$ cat src/design/urx_defs.svh
`ifndef URX_DEFS_SVH
`define URX_DEFS_SVH
// ------------------------------------------------------------
// Register map
// ------------------------------------------------------------
`define URX_ADDR_CTRL_A 3'h0
`define URX_ADDR_CTRL_B 3'h1
`define URX_ADDR_CTRL_C 3'h2
`define URX_ADDR_STAT_A 3'h3
`define URX_ADDR_DATA 3'h4
`define URX_ADDR_HALT 3'h5
// ------------------------------------------------------------
// Field positions
// ------------------------------------------------------------
`define URX_A_NINE 4
`define URX_A_WAKE 3
`define URX_A_QSEL 2
`define URX_A_PEN 1
`define URX_A_PODD 0
`define URX_B_RXIE 5
`define URX_B_LINE_QUIET_IRQ_EN 4
`define URX_B_RE 2
`define URX_B_STBY 1
`define URX_C_OVERRUN_IRQ_EN 3
`define URX_C_NOISE_IRQ_EN 2
`define URX_C_FRAMING_IRQ_EN 1
`define URX_C_PARITY_IRQ_EN 0
`define URX_S_FULL 5
`define URX_S_IDLE 4
`define URX_S_OR 3
`define URX_S_NF 2
`define URX_S_FE 1
`define URX_S_PE 0
// ------------------------------------------------------------
// Timing
// ------------------------------------------------------------
`define URX_TICKS_PER_BIT 5'h10
`define URX_SAMP_A 4'h3
`define URX_SAMP_B 4'h5
`define URX_SAMP_C 4'h7
`define URX_MID_A 4'h8
`define URX_MID_B 4'h9
`define URX_MID_C 4'hA
`define URX_LAST_TICK 4'hF
`define URX_BITS_8 4'h9
`define URX_BITS_9 4'hA
`define URX_IDLE_8 4'hA
`define URX_IDLE_9 4'hB
`define URX_REG_RESET 8'h00
`endif

$ cat src/design/urx_pkg.sv
package urx_pkg;
  typedef enum logic [1:0] {URX_HUNT, URX_START, URX_DATA, URX_STOP} urx_state_t;
  typedef logic [7:0] urx_byte_t;
  typedef logic [2:0] urx_addr_t;
endpackage : urx_pkg

$ cat src/design/urx_rx_status.sv
`timescale 1ns/10ps
`include "urx_defs.svh"
// How it works
// - Stop bit sampled as zero sets the framing error flag.
// - Break character, having no stop bit, also sets framing error.
// - Framing error sets in the same cycle as receiver full.
// - One stray stop sample flags noise; two or more flag framing error.
// - Valid falling edges inside a character resync the tick counter.
// - Stop bit sampled at ticks 8, 9, 10 of its 16-tick bit.
// - Standby request suppresses receiver-full and idle interrupt requests; error requests stay unmasked.
// - Address-mark wakeup: MSB one clears standby and sets receiver full.
// - Idle wakeup clears standby; waking idle sets neither idle nor full.
// - Select whether idle counting starts after start or stop bit.
// - Character into data register sets full; interrupt when enabled.
// - Idle flag after 10 or 11 ones; interrupt when enabled.
// - Overrun keeps old character, drops new, sets overrun flag.
// - Noise in start, data or stop bit sets noise flag.
// - Enabled framing error raises error interrupt.
// - Parity failure sets parity error flag; enabled raises interrupt.
// - Wait mode keeps receiver running; enabled requests end wait.
// - Stop mode freezes block, keeps registers, drops partial character.
// - Debug-halt clear allowed: software clears take effect and persist.
// - Halt clears blocked; two-step clear completes after halt.
// - Tick runs at sixteen times baud; bits sampled against it.
// - Start confirmed by ticks 3, 5, 7; two ones reject, one flags noise.
// - Stop majority zero is framing error; disagreement is noise.
module urx_rx_status (
  // Clock and reset
  input wire logic clk,
  input wire logic arst_n,
  // Oversample tick and receive pin
  input wire logic os_tick,
  input wire logic rxd_pin,
  // Low-power states
  input wire logic stop_mode,
  input wire logic dbg_halt,
  // Register port
  input wire urx_pkg::urx_addr_t addr,
  input wire urx_pkg::urx_byte_t wdata,
  input wire logic wr_stb,
  input wire logic rd_stb,
  output urx_pkg::urx_byte_t rdata,
  // Requests
  output logic rx_irq,
  output logic err_irq,
  output logic wake_req
);
  import urx_pkg::*;

  // ------------------------------------------------------------
  // Helpers
  // ------------------------------------------------------------
  function automatic logic maj3(input logic [2:0] s);
    maj3 = (s[0] & s[1]) | (s[0] & s[2]) | (s[1] & s[2]);
  endfunction : maj3

  function automatic logic mixed3(input logic [2:0] s);
    mixed3 = (s != 3'h0) && (s != 3'h7);
  endfunction : mixed3

  // ------------------------------------------------------------
  // Pin synchroniser
  // ------------------------------------------------------------
  logic [2:0] sync_reg;
  logic rx_reg;
  always_ff @(posedge clk or negedge arst_n) begin
    if (!arst_n) begin
      sync_reg <= 3'h7;
    end else begin
      sync_reg <= {sync_reg[1:0], rxd_pin};
    end
  end
  // Pin counts only once stages two and three agree
  always_ff @(posedge clk or negedge arst_n) begin
    if (!arst_n) begin
      rx_reg <= 1'b1;
    end else if (sync_reg[1] == sync_reg[2]) begin
      rx_reg <= sync_reg[2];
    end
  end

  // ------------------------------------------------------------
  // Control registers
  // ------------------------------------------------------------
  urx_byte_t ctrl_a_reg, ctrl_b_reg, ctrl_c_reg, halt_reg;
  logic nine_bit, wake_sel, quiet_count_start_sel, par_en, par_odd;
  logic rx_full_irq_en, line_quiet_irq_en, rx_en;
  logic overrun_irq_en, noise_irq_en, framing_irq_en, parity_irq_en, dbg_halt_clear_allow;
  assign nine_bit = ctrl_a_reg[`URX_A_NINE];
  assign wake_sel = ctrl_a_reg[`URX_A_WAKE];
  assign quiet_count_start_sel = ctrl_a_reg[`URX_A_QSEL];
  assign par_en = ctrl_a_reg[`URX_A_PEN];
  assign par_odd = ctrl_a_reg[`URX_A_PODD];
  assign rx_full_irq_en = ctrl_b_reg[`URX_B_RXIE];
  assign line_quiet_irq_en = ctrl_b_reg[`URX_B_LINE_QUIET_IRQ_EN];
  assign rx_en = ctrl_b_reg[`URX_B_RE];
  assign overrun_irq_en = ctrl_c_reg[`URX_C_OVERRUN_IRQ_EN];
  assign noise_irq_en = ctrl_c_reg[`URX_C_NOISE_IRQ_EN];
  assign framing_irq_en = ctrl_c_reg[`URX_C_FRAMING_IRQ_EN];
  assign parity_irq_en = ctrl_c_reg[`URX_C_PARITY_IRQ_EN];
  assign dbg_halt_clear_allow = halt_reg[0];

  logic standby_request;
  logic wake_now;
  always_ff @(posedge clk or negedge arst_n) begin
    if (!arst_n) begin
      ctrl_a_reg <= `URX_REG_RESET;
      ctrl_c_reg <= `URX_REG_RESET;
      halt_reg <= `URX_REG_RESET;
    end else if (wr_stb) begin
      if (addr == `URX_ADDR_CTRL_A) begin
        ctrl_a_reg <= {3'h0, wdata[4:0]};
      end else if (addr == `URX_ADDR_CTRL_C) begin
        ctrl_c_reg <= {4'h0, wdata[3:0]};
      end else if (addr == `URX_ADDR_HALT) begin
        halt_reg <= {7'h00, wdata[0]};
      end
    end
  end
  // Hardware wake wins over a same-cycle software write
  always_ff @(posedge clk or negedge arst_n) begin
    if (!arst_n) begin
      ctrl_b_reg <= `URX_REG_RESET;
    end else if (wake_now) begin
      ctrl_b_reg[`URX_B_STBY] <= 1'b0;
    end else if (wr_stb && addr == `URX_ADDR_CTRL_B) begin
      ctrl_b_reg <= {2'h0, wdata[5:4], 1'b0, wdata[2:1], 1'b0};
    end
  end
  assign standby_request = ctrl_b_reg[`URX_B_STBY];

  // ------------------------------------------------------------
  // Receive engine
  // ------------------------------------------------------------
  urx_state_t state_reg;
  logic [3:0] tick_reg, bit_reg, ones_reg;
  logic [2:0] samp_reg;
  logic [8:0] shift_reg;
  logic prev_bit_reg, any_noise_reg;
  logic run, tick, at_end, last_data;
  logic [2:0] samp_full;
  logic bit_val;
  // Stop mode freezes the tick and sends the engine back to hunt; enable gates fresh starts
  assign run = !stop_mode;
  assign tick = os_tick && run;
  assign at_end = tick && tick_reg == `URX_LAST_TICK;
  assign samp_full = {samp_reg[1:0], rx_reg};
  assign bit_val = maj3(samp_full);
  assign last_data = bit_reg == (nine_bit ? `URX_BITS_9 : `URX_BITS_8) - 4'h1;

  logic char_done, char_stop_bad, char_noise;
  urx_byte_t char_data;
  logic char_msb, char_par_bad;
  always_ff @(posedge clk or negedge arst_n) begin
    if (!arst_n) begin
      state_reg <= URX_HUNT;
      tick_reg <= 4'h0;
      bit_reg <= 4'h0;
      samp_reg <= 3'h0;
      shift_reg <= 9'h000;
      prev_bit_reg <= 1'b1;
      any_noise_reg <= 1'b0;
    end else if (stop_mode) begin
      state_reg <= URX_HUNT;
    end else if (tick) begin
      tick_reg <= tick_reg + 4'h1;
      if (tick_reg == `URX_SAMP_A || tick_reg == `URX_SAMP_B || tick_reg == `URX_SAMP_C
          || tick_reg == `URX_MID_A || tick_reg == `URX_MID_B || tick_reg == `URX_MID_C) begin
        samp_reg <= samp_full;
      end
      case (state_reg)
        // Count runs free so idle bits are timed; start needs a one-to-zero edge
        URX_HUNT: begin
          any_noise_reg <= 1'b0;
          prev_bit_reg <= rx_reg;
          if (prev_bit_reg && !rx_reg && rx_en) begin
            state_reg <= URX_START;
            tick_reg <= 4'h1;
          end
        end
        URX_START: begin
          if (tick_reg == `URX_SAMP_C) begin
            if (maj3(samp_full)) begin
              state_reg <= URX_HUNT;
            end else begin
              any_noise_reg <= mixed3(samp_full);
            end
          end else if (tick_reg == `URX_MID_C) begin
            if (samp_full != 3'h0) begin
              any_noise_reg <= 1'b1;
            end
          end else if (tick_reg == `URX_LAST_TICK) begin
            state_reg <= URX_DATA;
            bit_reg <= 4'h1;
            prev_bit_reg <= 1'b0;
          end
        end
        URX_DATA: begin
          if (tick_reg == `URX_MID_C) begin
            if (mixed3(samp_full)) begin
              any_noise_reg <= 1'b1;
            end
            shift_reg <= {bit_val, shift_reg[8:1]};
            prev_bit_reg <= bit_val;
          end else if (tick_reg == `URX_LAST_TICK) begin
            bit_reg <= bit_reg + 4'h1;
            if (last_data) begin
              state_reg <= URX_STOP;
            end
          end else if (prev_bit_reg && !rx_reg && tick_reg > `URX_MID_C) begin
            tick_reg <= 4'h1;
            bit_reg <= bit_reg + 4'h1;
            if (last_data) begin
              state_reg <= URX_STOP;
            end
          end
        end
        URX_STOP: begin
          if (tick_reg == `URX_MID_C) begin
            state_reg <= URX_HUNT;
            // A break leaves the line low; no new start until it rises
            prev_bit_reg <= bit_val;
          end
        end
        default: state_reg <= URX_HUNT;
      endcase
    end
  end

  // Stop judged at tick 10 (bit 9 or 10: 154 or 170 ticks)
  assign char_done = tick && state_reg == URX_STOP && tick_reg == `URX_MID_C;
  assign char_stop_bad = !maj3(samp_full);
  assign char_noise = any_noise_reg || mixed3(samp_full);
  assign char_data = nine_bit ? shift_reg[7:0] : shift_reg[8:1];
  assign char_msb = nine_bit ? shift_reg[8] : shift_reg[8];
  assign char_par_bad = par_en && ((nine_bit ? ^shift_reg : ^shift_reg[8:1]) != par_odd);

  // ------------------------------------------------------------
  // Idle detection
  // ------------------------------------------------------------
  logic idle_hit, idle_armed_reg;
  // Counts whole one-bit times; restart point chosen by select
  always_ff @(posedge clk or negedge arst_n) begin
    if (!arst_n) begin
      ones_reg <= 4'h0;
      idle_armed_reg <= 1'b0;
    end else if (tick && tick_reg == `URX_MID_C) begin
      if (state_reg == URX_START) begin
        ones_reg <= 4'h0;
        idle_armed_reg <= 1'b1;
      end else if (state_reg == URX_DATA && quiet_count_start_sel) begin
        ones_reg <= 4'h0;
      end else if (!bit_val) begin
        ones_reg <= 4'h0;
      end else if (!idle_hit) begin
        ones_reg <= ones_reg + 4'h1;
      end else begin
        idle_armed_reg <= 1'b0;
      end
    end else if (idle_hit && at_end) begin
      idle_armed_reg <= 1'b0;
    end
  end
  // Armed once per line-quiet period so the flag fires once
  logic idle_event;
  assign idle_hit = ones_reg >= (nine_bit ? `URX_IDLE_9 : `URX_IDLE_8);
  assign idle_event = idle_hit && idle_armed_reg && at_end;

  // ------------------------------------------------------------
  // Wakeup
  // ------------------------------------------------------------
  logic addr_wake, idle_wake;
  assign addr_wake = standby_request && wake_sel && char_done && char_msb;
  assign idle_wake = standby_request && !wake_sel && idle_event;
  assign wake_now = addr_wake || idle_wake;

  // ------------------------------------------------------------
  // Status flags and data
  // ------------------------------------------------------------
  urx_byte_t data_reg;
  logic full_reg, idle_reg, or_reg, nf_reg, fe_reg, pe_reg, armed_reg;
  logic accept, sw_ok, stat_rd, data_rd, clr_step;
  // Characters in standby are dropped unless they wake the block
  assign accept = char_done && (!standby_request || addr_wake);
  assign sw_ok = !dbg_halt || dbg_halt_clear_allow;
  assign stat_rd = rd_stb && addr == `URX_ADDR_STAT_A;
  assign data_rd = rd_stb && addr == `URX_ADDR_DATA;
  assign clr_step = data_rd && armed_reg && sw_ok;

  // First step of the two-step clear survives a halt
  always_ff @(posedge clk or negedge arst_n) begin
    if (!arst_n) begin
      armed_reg <= 1'b0;
    end else if (stat_rd && sw_ok) begin
      armed_reg <= 1'b1;
    end else if (clr_step) begin
      armed_reg <= 1'b0;
    end
  end

  always_ff @(posedge clk or negedge arst_n) begin
    if (!arst_n) begin
      data_reg <= `URX_REG_RESET;
    end else if (accept && !full_reg) begin
      data_reg <= char_data;
    end
  end

  // Set wins over clear on every flag
  always_ff @(posedge clk or negedge arst_n) begin
    if (!arst_n) begin
      full_reg <= 1'b0;
      or_reg <= 1'b0;
      nf_reg <= 1'b0;
      fe_reg <= 1'b0;
      pe_reg <= 1'b0;
    end else begin
      if (accept) begin
        full_reg <= 1'b1;
        or_reg <= or_reg | full_reg;
        nf_reg <= nf_reg | char_noise;
        fe_reg <= fe_reg | char_stop_bad;
        pe_reg <= pe_reg | (!full_reg & char_par_bad);
      end else if (clr_step) begin
        full_reg <= 1'b0;
        or_reg <= 1'b0;
        nf_reg <= 1'b0;
        fe_reg <= 1'b0;
        pe_reg <= 1'b0;
      end
    end
  end

  always_ff @(posedge clk or negedge arst_n) begin
    if (!arst_n) begin
      idle_reg <= 1'b0;
    end else if (idle_event && !standby_request) begin
      idle_reg <= 1'b1;
    end else if (clr_step) begin
      idle_reg <= 1'b0;
    end
  end

  // ------------------------------------------------------------
  // Read port
  // ------------------------------------------------------------
  urx_byte_t status;
  assign status = {2'h0, full_reg, idle_reg, or_reg, nf_reg, fe_reg, pe_reg};
  always_ff @(posedge clk or negedge arst_n) begin
    if (!arst_n) begin
      rdata <= `URX_REG_RESET;
    end else if (!rd_stb) begin
      rdata <= `URX_REG_RESET;
    end else if (addr == `URX_ADDR_CTRL_A) begin
      rdata <= ctrl_a_reg;
    end else if (addr == `URX_ADDR_CTRL_B) begin
      rdata <= ctrl_b_reg;
    end else if (addr == `URX_ADDR_CTRL_C) begin
      rdata <= ctrl_c_reg;
    end else if (addr == `URX_ADDR_STAT_A) begin
      rdata <= status;
    end else if (addr == `URX_ADDR_DATA) begin
      rdata <= data_reg;
    end else if (addr == `URX_ADDR_HALT) begin
      rdata <= halt_reg;
    end else begin
      rdata <= `URX_REG_RESET;
    end
  end

  // ------------------------------------------------------------
  // Requests
  // ------------------------------------------------------------
  // Standby masks receiver requests; stop mode masks wake
  assign rx_irq = !standby_request && ((full_reg && rx_full_irq_en) || (idle_reg && line_quiet_irq_en));
  assign err_irq = (or_reg && overrun_irq_en) || (nf_reg && noise_irq_en)
                   || (fe_reg && framing_irq_en) || (pe_reg && parity_irq_en);
  assign wake_req = (rx_irq || err_irq) && !stop_mode;
endmodule : urx_rx_status

$ cat config.mk
export PLATFORM = sky130hd
export DESIGN_NAME = urx_rx_status
export DESIGN_NICKNAME = d
export VERILOG_FILES = /design/src/design/urx_pkg.sv /design/src/design/urx_rx_status.sv
export VERILOG_INCLUDE_DIRS = /design/src /design/src/design
export SDC_FILE = /design/constraint.sdc
export NUM_CORES = 1
export LEC_CHECK = 0
export ABC_AREA = 1
export BUFFER_PORTS_ARGS = -buffer_cell sky130_fd_sc_hd__buf_4
export CAP_MARGIN = 25
export CORE_MARGIN = 8
export CORE_UTILIZATION = 57
export CTS_BUF_LIST = sky130_fd_sc_hd__clkbuf_8
export DETAILED_ROUTE_END_ITERATION = 8
export GPL_TIMING_DRIVEN = 0
export PLACE_DENSITY_LB_ADDON = 0.05
export SLEW_MARGIN = 20
export SYNTH_ARGS = -nofsm -noshare
export SYNTH_HDL_FRONTEND = slang
export SYNTH_SLANG_ARGS = --single-unit
$ cat constraint.sdc
create_clock -name clk -period 4.65 [get_ports clk]
set_clock_uncertainty 0.1 [all_clocks]
set_input_delay 0.465 -clock clk [delete_from_list [all_inputs] [get_ports clk]]
set_output_delay 0.465 -clock clk [all_outputs]
set_load 0.05 [all_outputs]
==> metrics.md, run 1 <==
| Metric | Value |
|---|---|
| Wirelength per Cell | 14.2 um |
| Num CTS Buffers | 9 |
| DR iter-0 viols | 202 |
| Post-Syn Nets | 520 |
| Nets | 558 |
| Worst-path clk slew | 0.07 ns |
| Worst IR Drop VDD | 0.289 mV |
| Cell row count | 30 |
| Total wire length | 8.70 mm |
| Crit Path Max Fanout | 9 |
| Layout cells sized above 1 | 12.0% |
| Hold Fails Final Rpt | 0 |
| Hold Path Class | in2async |
| Die Ht | 98.0 um |
| HPWL Detailed | 6.56 mm |
| Ant. Diodes | 0 |
| Synth warn | 0 |
| Area fraction of the dominant cell type after synthesis | 41.8% |
| Vias/cell | 5.47 |
| Later-pin clock latency in the skew report | 0.33 ns |
| First drt pass iteration count | 4 |
| Clock Path Buffers | 2 |
| GPL Wtd Cong | 0.888 |
| Status | finished clean |
| Worst Tran Pin Value | 0.849 ns |
| All-layer global routing usage | 19.1% |
| Drt drc | 0 |
| Startpoint types | register |
| Initial antenna violation count | 0 |
| TritonCTS clock tree | done |
| Total Power | 1.62 mW |
| Post-route antenna net violation count | 0 |
| Core footprint | 0.00664 mm2 |
| Vias in the first global route | 3304 |
| Io pins | 30 |
| Max incr delay on CP | 0.40 ns |
| Leak pwr | 2.12 nW |
| Final Critical Period | 2.13 ns |
| Max cap viols | 0 |
| Slowest library cell on the worst path | dfrtp_1 |
| Pwr dens | 374 mW/mm2 |
| Clock sink count | 69 |
| Area after DPL | 0.00414 mm2 |
| Worst Path Arrival | 2.28 ns |
| Synth Instances | 490 |
| Pin count of the biggest net entering global routing | 70 |
| Via Count | 3354 |
| Post-cts sizing count | 0 |
| Final period util | 45.8% |
| Seq/Total Area, Yosys | 45.2% |
| Post-CTS Setup Bufs | 0 |
| Max reg flops | 9 |
| Final-report max-slew violation count | 0 |
| Final core occ | 65.3% |
| Top cells by area, synth | dfrtp_1 42%, nand2_1 12%, o21ai_0 7.7% |
| Layout area overhead | 13.1% |
| Die width | 98.0 um |
| H-tree depth | 3 |
| Yosys top cell by area | dfrtp_1 |
| Kind of critical path | reg2reg |
| Port Buf Inserts | 27 |
| RSZ-0062 raised after global routing | no |
| Total Die Area | 0.00961 mm2 |
| Yosys cell types | 40 |
| Post-synthesis register bit count | 69 |
| Fin area | 0.00434 mm2 |
| Grt ovf | 0 |
| Max_slew headroom | 43.4% |
| Clock root buffer | clkbuf_8 |
| Final number of setup-violating endpoints | 0 |
| Critical Path RT | 4.80 ns |
| First-pass GRT wire length | 14.9 mm |
| Hold_buf cts | 0 |
| Max Clock Freq | 0.470 GHz |
| Starting density of the core | 57.7% |
| Synthesized cell area | 0.00383 mm2 |
| Syn avg cell area | 7.82 um2 |
| Crit path cell chain | inv_1 -> ha_1 -> clkbuf_1 -> inv_1 -> nor2_1 -> nand2_1 -> nand2_1 -> o21ai_0 -> o21ai_0 |
| Setup TNS | 0 ns |
| Crit end category | register |
## synthesized netlist by cell type (all sizes together)
cell,count
clkbuf,7
nor3b,2
o21a,2
o221ai,3
xnor2,3
o22ai,5
nor2,34
dfstp,5
o21bai,1
nand4,7
o31ai,2
and2,1
buf,3
a31oi,3
inv,80
a211oi,3
a21oi,19
dfrtp,64
nor3,5
and3,1
o211ai,10
o32ai,1
o21ai,63
nand3,21
nand2,124
clkinv,1
xor2,4
ha,11
maj3,1
a221oi,1
a22o,3
## cells by family (layout without fill, tap and decap cells)
kind of cell	after synthesis	after routing	share of synthesized area, %
compound gates	116	116	18.4
simple gates	195	195	21.6
fa+ha+maj	12	12	3.85
xor+xnor	7	7	1.60
buf+inv	91	134	9.40
flops	69	69	45.2
## path summary, 6_finish.rpt
check                                           endpoint  cells after the start                      from  slack [ns]
worst max-delay path              bit_reg[0]$_DFFE_PN0P_                      9  state_reg[0]$_DFFE_PN0P_        2.52
worst min-delay path             tick_reg[0]$_DFFE_PN0P_                      1                    arst_n        0.14
worst max register to register    bit_reg[0]$_DFFE_PN0P_                      9  state_reg[0]$_DFFE_PN0P_        2.52
worst min register to register     sync_reg[1]$_DFF_PN1_                      0     sync_reg[0]$_DFF_PN1_        0.26
max in group asynchronous       state_reg[1]$_DFFE_PN0P_                      1                    arst_n        3.76
min in group clk                   sync_reg[0]$_DFF_PN1_                      1                   rxd_pin        0.14
## report_power, final
group	total (mW)	switching (mW)	internal, mW
Combinational	0.358	0.235	0.123
Sequential	0.772	0.0874	0.685
Clock	0.491	0.230	0.260
## area by class of cell
cell class | instances | area (um2)
Buffer | 10 | 51.3
Clock buffer | 10 | 138
Clock inverter | 6 | 62.6
Fill cell | 597 | 2310
Inverter | 81 | 309
Multi-Input combinational cell | 330 | 1740
Sequential cell | 69 | 1730
Tap cell | 80 | 100
Timing Repair Buffer | 27 | 203
## metal layers
layer  global-route usage, %  up-vias  routed length (um)
met2                    33.2       62                4530
met3                    3.84       10                 331
met4                    6.95        0                 131
li1                        -     1670                   -
met5                       0        -                   0
met1                    22.7     1612                3710
## worst max-delay path, delay by kind of cell (launching register included)
kind,cells,cell delay [ns]
adders and majority gates,1,0.16
DFF,1,0.40
and+or+nand+nor,3,0.47
buffers and inverters,3,0.74
AOI/OAI and AO/OA,2,0.18
## stage by stage
| step | hold WS, ns | setup slack [ns] | std cells |
|---|---|---|---|
| after floorplan | 0.0694 | 2.69 | 490 |
| after global placement | 0.246 | 2.59 | 597 |
| after detailed placement | 0.248 | 2.54 | 597 |
| after CTS | 0.125 | 2.52 | 613 |
| after global routing | 0.116 | 2.27 | 613 |
| final | 0.137 | 2.52 | 613 |
## cell usage in the layout, fill, tap and decap left out, drive strengths merged, types with 7 or more instances in the layout
cell	instances
nor2	34
o21ai	63
ha	11
nand3	21
nand4	7
clkbuf	17
inv	80
buf	30
dfrtp	64
a21oi	19
nand2	124
o211ai	10
Power figures use the tool's default switching activity.
==> run 2, diff against run 1 <==
==> constraint.sdc (replaced) <==
create_clock -name clk -period 2.15 [get_ports clk]
set_clock_uncertainty 0.1 [all_clocks]
set_input_delay 0.215 -clock clk [delete_from_list [all_inputs] [get_ports clk]]
set_output_delay 0.215 -clock clk [all_outputs]
set_load 0.05 [all_outputs]
==> run 2 against run 1 <==
Sequential share of layout area decreased by 0.46 points. Cell count increased by 0.65%. Clock power up 120%. Via count grew 1.2%. Total power is 120% higher. Final area up 1.3%. Worst hold slack got worse by 0.089 ns. Clock-buffer cell count stayed put. Register-to-register slack got worse by 2.3 ns. First-iteration DRC count is 21% lower. Global-route usage is 0.061 points higher. Largest power group unchanged.
==> metrics.md, run 2 (synthesized netlist as in run 1, its figures left out) <==
| Metric | Value |
|---|---|
| Port Buf Inserts | 27 (unchanged) |
| Io pins | 30 (unchanged) |
| Ant. Diodes | 0 (unchanged) |
| Pin count of the biggest net entering global routing | 70 (unchanged) |
| H-tree depth | 3 (unchanged) |
| Core footprint | 0.00664 mm2 (unchanged) |
| Max cap viols | 0 (unchanged) |
| Total Power | 3.53 mW (+120%) |
| Area after DPL | 0.00414 mm2 (unchanged) |
| First-pass GRT wire length | 15.0 mm (+0.37%) |
| Final period util | 91.3% (+46 points) |
| Commonest non-fill, non-tap cell in the layout | nand2_1 |
| Hold Fails Final Rpt | 0 (unchanged) |
| Max incr delay on CP | 0.44 ns (+0.04 ns) |
| Startpoint types | register |
| Worst Path Arrival | 2.07 ns (-0.21 ns) |
| Num CTS Buffers | 9 (unchanged) |
| Crit path top cell by count | inv_2 |
| Clk pwr share | 30.0% (-0.3 points) |
| Worst Tran Pin Value | 0.880 ns (+0.0310 ns) |
| Crit path cell chain | inv_2 -> ha_2 -> nand3_4 -> nor2_4 -> inv_2 -> nor2_4 -> nand2_2 -> inv_2 -> nand2_2 -> clkinv_4 -> buf_8 -> o21ai_0 |
| Die Ht | 98.0 um (unchanged) |
| Starting density of the core | 57.7% (unchanged) |
| Critical Path RT | 2.26 ns (-2.54 ns) |
| Worst-path clk slew | 0.07 ns (about the same) |
| Setup TNS | 0 ns (unchanged) |
| Leak pwr | 2.14 nW (+0.77%) |
| Layout area overhead | 14.6% |
| Crit end category | register |
| Die width | 98.0 um (unchanged) |
| DR iter-0 viols | 160 (-21%) |
| HPWL Detailed | 6.56 mm (unchanged) |
| Worst Path Buf+Inv | 5 (+2) |
| All-layer global routing usage | 19.1% (+0.061 points) |
| Sequential power share | 47.4% (-0.2 points) |
| Final-report max-slew violation count | 0 (unchanged) |
| Post-route antenna net violation count | 0 (unchanged) |
| Hold Path Class | in2reg |
| Clock Path Buffers | 2 (unchanged) |
| Worst IR Drop VDD | 0.625 mV (+120%) |
| Wirelength per Cell | 14.2 um (+0.40%) |
| Later-pin clock latency in the skew report | 0.33 ns (about the same) |
| Kind of critical path | reg2reg |
| RSZ-0062 raised after global routing | no |
| Final Critical Period | 1.96 ns (-0.166 ns) |
| Net Sw Frac | 34.1% (about the same) |
| Total Die Area | 0.00961 mm2 (unchanged) |
| Flop-to-flop setup slack | 0.19 ns (-2.33 ns) |
| Fin area | 0.00439 mm2 (+1.3%) |
| TritonCTS clock tree | done |
| Total wire length | 8.79 mm (+1.1%) |
| Total net switching power | 1.20 mW (+120%) |
| Nets | 562 (+0.72%) |
| Layout cells sized above 1 | 13.6% (+1.6 points) |
| Crit Path Max Fanout | 10 (+1) |
| Grt ovf | 0 (unchanged) |
| Max_slew headroom | 41.3% (-2.1 points) |
| Max reg flops | 9 (unchanged) |
| Status | finished clean |
| Vias in the first global route | 3322 (+0.54%) |
| Clock root buffer | clkbuf_8 |
| Cell row count | 30 (unchanged) |
| Vias/cell | 5.50 (+0.51%) |
| Initial antenna violation count | 0 (unchanged) |
| Crit path max-delay family | simple AND/OR/NAND/NOR gates |
| Slowest library cell on the worst path | dfrtp_2 |
| Pwr dens | 804 mW/mm2 (+120%) |
| Most frequent cells in the layout | 121 x nand2_1, 77 x inv_1, 62 x dfrtp_1, 59 x o21ai_0, 32 x nor2_1 |
| Part of the power in combinational logic | 22.6% (+0.5 points) |
| Fill count | 586 (-1.8%) |
| Final number of setup-violating endpoints | 0 (unchanged) |
| Drt drc | 0 (unchanged) |
| Int Power | 2.33 mW (+120%) |
| Max Clock Freq | 0.510 GHz (+8.4%) |
| Via Count | 3393 (+1.2%) |
| Clock sink count | 69 (unchanged) |
| GPL Wtd Cong | 0.888 (unchanged) |
| First drt pass iteration count | 4 (unchanged) |
run 2: cell types whose count changed in the layout (fill, tap and decap cells not counted), moves of 2 or more:
cell	change
dfrtp_2	+2
ha_1	-2
dlygate4sd3_1	+3
ha_2	+2
buf_4	+2
dfrtp_1	-2
run 2: layout make-up:
type	count	area, um2	area share (%)
Buffer	9	47.5	1.08
Clock buffer	10	138	3.13
Clock inverter	6	62.6	1.42
Inverter	81	309	7.04
Multi-Input combinational cell	330	1750	39.9
Sequential cell	69	1740	39.5
Tap cell	80	100	2.28
Timing Repair Buffer	32	248	5.64
run 2: path summary, 6_finish.rpt:
kind                       depth (start not counted)                        end               startpoint
setup / recovery                                  12    data_reg[2]$_DFFE_PN0P_  tick_reg[0]$_DFFE_PN0P_
hold / removal                                     3  ctrl_b_reg[5]$_DFFE_PN0P_                 wdata[5]
setup reg to reg                                  12    data_reg[2]$_DFFE_PN0P_  tick_reg[0]$_DFFE_PN0P_
hold reg to reg                                    0      sync_reg[1]$_DFF_PN1_    sync_reg[0]$_DFF_PN1_
max in group asynchronous                          2    tick_reg[0]$_DFFE_PN0P_                   arst_n
min in group asynchronous                          2     bit_reg[3]$_DFFE_PN0P_                   arst_n
run 2: layer usage:
metal | global-route usage, % | routed length (um)
met5 | 0 | 0
met4 | 6.95 | 131
met3 | 3.77 | 334
met2 | 33.4 | 4530
met1 | 22.7 | 3800
run 2: worst reg2reg max path: stages (launching register included):
cell and delay, ns:
dfrtp_2 0.44, inv_2 0.08, ha_2 0.21, nand3_4 0.12
nor2_4 0.15, inv_2 0.08, nor2_4 0.09, nand2_2 0.09
inv_2 0.07, nand2_2 0.07, clkinv_4 0.08, buf_8 0.14
o21ai_0 0.10
run 2: power groups by stage:
stage / Sequential (mW) / Clock [mW] / Combinational, mW
global placement: 1.69 / 0 / 0.750
detailed placement: 1.69 / 0 / 0.776
floorplan: 1.66 / 0 / 0.536
global route: 1.70 / 1.14 / 0.916
finish: 1.67 / 1.06 / 0.799
CTS: 1.67 / 1.09 / 0.785
run 2: through the flow:
stage / utilization [%] / setup WS, ns / cells / hold WS, ns
5_1_grt: 66.1 / 0.0209 / 617 / 0.0447
3_3_place_gp: 62.3 / 0.0918 / 597 / 0.224
2_1_floorplan: - / 0.368 / 490 / -0.181
4_1_cts: 65.7 / 0.0172 / 616 / 0.0386
3_5_place_dp: 62.3 / 0.0403 / 597 / 0.226
6_report: 66.1 / 0.187 / 617 / 0.0479
run 2: repair_timing:
action,4_1_cts,5_1_grt
resized for setup,0,7
endpoints found under the setup margin,0,26
setup buffers,0,2
hold buffers,3,0
endpoints found under the hold margin,66,0
==> run 3, diff against run 2 <==
--- a/config.mk
+++ b/config.mk
@@ -10,12 +10,11 @@
 export BUFFER_PORTS_ARGS = -buffer_cell sky130_fd_sc_hd__buf_4
 export CAP_MARGIN = 25
 export CORE_MARGIN = 8
-export CORE_UTILIZATION = 57
+export CORE_UTILIZATION = 60
 export CTS_BUF_LIST = sky130_fd_sc_hd__clkbuf_8
 export DETAILED_ROUTE_END_ITERATION = 8
 export GPL_TIMING_DRIVEN = 0
 export PLACE_DENSITY_LB_ADDON = 0.05
-export SLEW_MARGIN = 20
 export SYNTH_ARGS = -nofsm -noshare
 export SYNTH_HDL_FRONTEND = slang
 export SYNTH_SLANG_ARGS = --single-unit
==> run 3 against run 2 <==
Final area shrank 1.1%. Critical path depth shrank 4. Register-to-register slack lost 0.02 ns. Global-route usage grew 1.6 points. Worst setup slack lost 0.023 ns. Critical endpoint is now ones_reg[0]$_DFFE_PN0P_. Total power shrank 3.8%. Clock-buffer cell count grew 1.
==> metrics.md, run 3 (synthesized netlist as in run 1, its figures left out) <==
| Metric | Value |
|---|---|
| Final Critical Period | 1.99 ns (+0.0230 ns) |
| Hold Path Class | in2reg |
| Kind of critical path | reg2reg |
| HPWL Detailed | 6.33 mm (-3.6%) |
| Grt ovf | 0 (unchanged) |
| Drt drc | 0 (unchanged) |
| Post-CTS Setup Bufs | 0 (unchanged) |
| Clock root buffer | clkbuf_8 |
| All-layer global routing usage | 20.7% (+1.6 points) |
| Critical Path RT | 2.32 ns (+0.06 ns) |
| Initial antenna violation count | 0 (unchanged) |
| Crit path top cell by count | nor2_1 |
| Post-route insts no fill | 612 (-0.81%) |
| GPL Wtd Cong | 0.925 (+4.2%) |
| Pin count of the biggest net entering global routing | 70 (unchanged) |
| Fin area | 0.00435 mm2 (-1.1%) |
| Max incr delay on CP | 0.57 ns (+0.13 ns) |
| Crit path cell chain | nand2_1 -> a21oi_2 -> inv_1 -> nor2_1 -> nor2_1 -> nor2_1 -> a21oi_1 -> a21oi_1 |
| DR iter-0 viols | 171 (+6.9%) |
| Crit path max-delay family | simple AND/OR/NAND/NOR gates |
| Vias in the first global route | 3270 (-1.6%) |
| Setup TNS | 0 ns (unchanged) |
| Total Power | 3.40 mW (-3.8%) |
| Wirelength per Cell | 14.1 um (-1.0%) |
| Leak pwr | 2.14 nW (about the same) |
| TritonCTS clock tree | done |
| Area after DPL | 0.00413 mm2 (about the same) |
| Clock Path Buffers | 2 (unchanged) |
| Cell row count | 29 (-3.3%) |
| Num CTS Buffers | 9 (unchanged) |
| Slowest library cell on the worst path | dfstp_2 |
| Max reg flops | 9 (unchanged) |
| Post-route antenna net violation count | 0 (unchanged) |
| Total wire length | 8.63 mm (-1.8%) |
| Die width | 95.9 um (-2.1%) |
| Commonest non-fill, non-tap cell in the layout | nand2_1 |
| Layout cells sized above 1 | 12.7% (-0.88 points) |
| DP Cell Count | 594 (-0.50%) |
| Worst-path clk slew | 0.07 ns (about the same) |
| H-tree depth | 3 (unchanged) |
| Pwr dens | 782 mW/mm2 (-2.7%) |
| First drt pass iteration count | 5 (+1) |
| Die Ht | 95.9 um (-2.1%) |
| Routing usage on met1 | 25.0% (+2.2 points) |
| Status | finished clean |
| Final-report max-slew violation count | 0 (unchanged) |
| Worst IR Drop VDD | 0.616 mV (-1.4%) |
| Port Buf Inserts | 27 (unchanged) |
| Crit end category | register |
| Core footprint | 0.00628 mm2 (-5.5%) |
| Vias/cell | 5.48 (-0.34%) |
| Ant. Diodes | 0 (unchanged) |
| Clock sink count | 69 (unchanged) |
| Startpoint types | register |
| First-pass GRT wire length | 14.7 mm (-1.6%) |
| Global Route met2 Usage | 33.9% (+0.48 points) |
| Final period util | 92.4% (+1.1 points) |
| Final number of setup-violating endpoints | 0 (unchanged) |
| Total Die Area | 0.00920 mm2 (-4.2%) |
| Max cap viols | 0 (unchanged) |
| Most used routing layer | met2 |
| Max Clock Freq | 0.504 GHz (-1.2%) |
| Later-pin clock latency in the skew report | 0.34 ns (about the same) |
| Fill count | 525 (-10%) |
| Met3 global-route usage | 4.91% (+1.1 points) |
| Hold Fails Final Rpt | 0 (unchanged) |
| Worst Path Buf+Inv | 1 (-4) |
| Hold WS | 0.0237 ns (-0.0243 ns) |
| Crit Path Max Fanout | 5 (-5) |
| Most frequent cells in the layout | 122 x nand2_1, 80 x inv_1, 62 x dfrtp_1, 59 x o21ai_0, 32 x nor2_1 |
| Layout area overhead | 13.3% |
| Worst Tran Pin Value | 0.859 ns (-0.0207 ns) |
| Starting density of the core | 61.1% (+3.4 points) |
| Via Count | 3354 (-1.1%) |
| Max_slew headroom | 42.7% (+1.4 points) |
| Worst Path Arrival | 2.15 ns (+0.08 ns) |
| Io pins | 30 (unchanged) |
| Nets | 560 (-0.36%) |
## run 3: cell type report
| type | instances | area, um2 | area share (%) |
|---|---|---|---|
| Buffer | 9 | 48.8 | 1.12 |
| Clock buffer | 11 | 151 | 3.48 |
| Clock inverter | 5 | 21.3 | 0.489 |
| Inverter | 81 | 309 | 7.11 |
| Multi-Input combinational cell | 330 | 1750 | 40.3 |
| Sequential cell | 69 | 1740 | 39.9 |
| Tap cell | 77 | 96.3 | 2.22 |
| Timing Repair Buffer | 30 | 233 | 5.36 |
## run 3: stage by stage
stage | setup slack (ns) | utilization, %
detailed placement | 0.0705 | 65.8
CTS | 0.0438 | 69.1
floorplan | 0.368 | -
global placement | 0.115 | 65.8
global route | -0.00416 | 69.2
finish | 0.164 | 69.2
## run 3: path summary, 6_finish.rpt
check	from	endpoint	slack [ns]	depth (start not counted)
min	wdata[5]	ctrl_b_reg[5]$_DFFE_PN0P_	0.02	3
min in group asynchronous	arst_n	bit_reg[2]$_DFFE_PN0P_	0.42	2
min reg2reg	sync_reg[0]$_DFF_PN1_	sync_reg[1]$_DFF_PN1_	0.26	0
max	rx_reg$_DFFE_PN1N_	ones_reg[0]$_DFFE_PN0P_	0.16	8
max reg2reg	rx_reg$_DFFE_PN1N_	ones_reg[0]$_DFFE_PN0P_	0.16	8
max in group asynchronous	arst_n	tick_reg[1]$_DFFE_PN0P_	0.94	2
## run 3: power breakdown
part           switching, mW  leakage (nW)  internal (mW)  total [mW]
sequential             0.194         0.853           1.49        1.68
combinational          0.513          1.18          0.272       0.785
clock                  0.468         0.103          0.466       0.934
## run 3: routing by layer
metal / vias to the layer above / part of all wire [%] / wire length [um]
met5: - / 0 / 0
met4: 0 / 2.4 / 206
met3: 21 / 4.9 / 420
met2: 87 / 48 / 4160
met1: 1568 / 44 / 3840
li1: 1678 / - / -
## run 3: worst reg2reg max path, delay by kind of cell, from the launching register on
kind | cells | cell delay, ns
AO/OA/AOI/OAI | 3 | 0.47
buffers and inverters | 1 | 0.14
AND/OR/NAND/NOR | 4 | 0.63
flip-flops | 1 | 0.57
## run 3: repair_timing
item,4_1_cts,5_1_grt
hold buffers,3,0
hold endpoints to repair,66,0
resized for setup,0,8
setup endpoints to repair,0,26
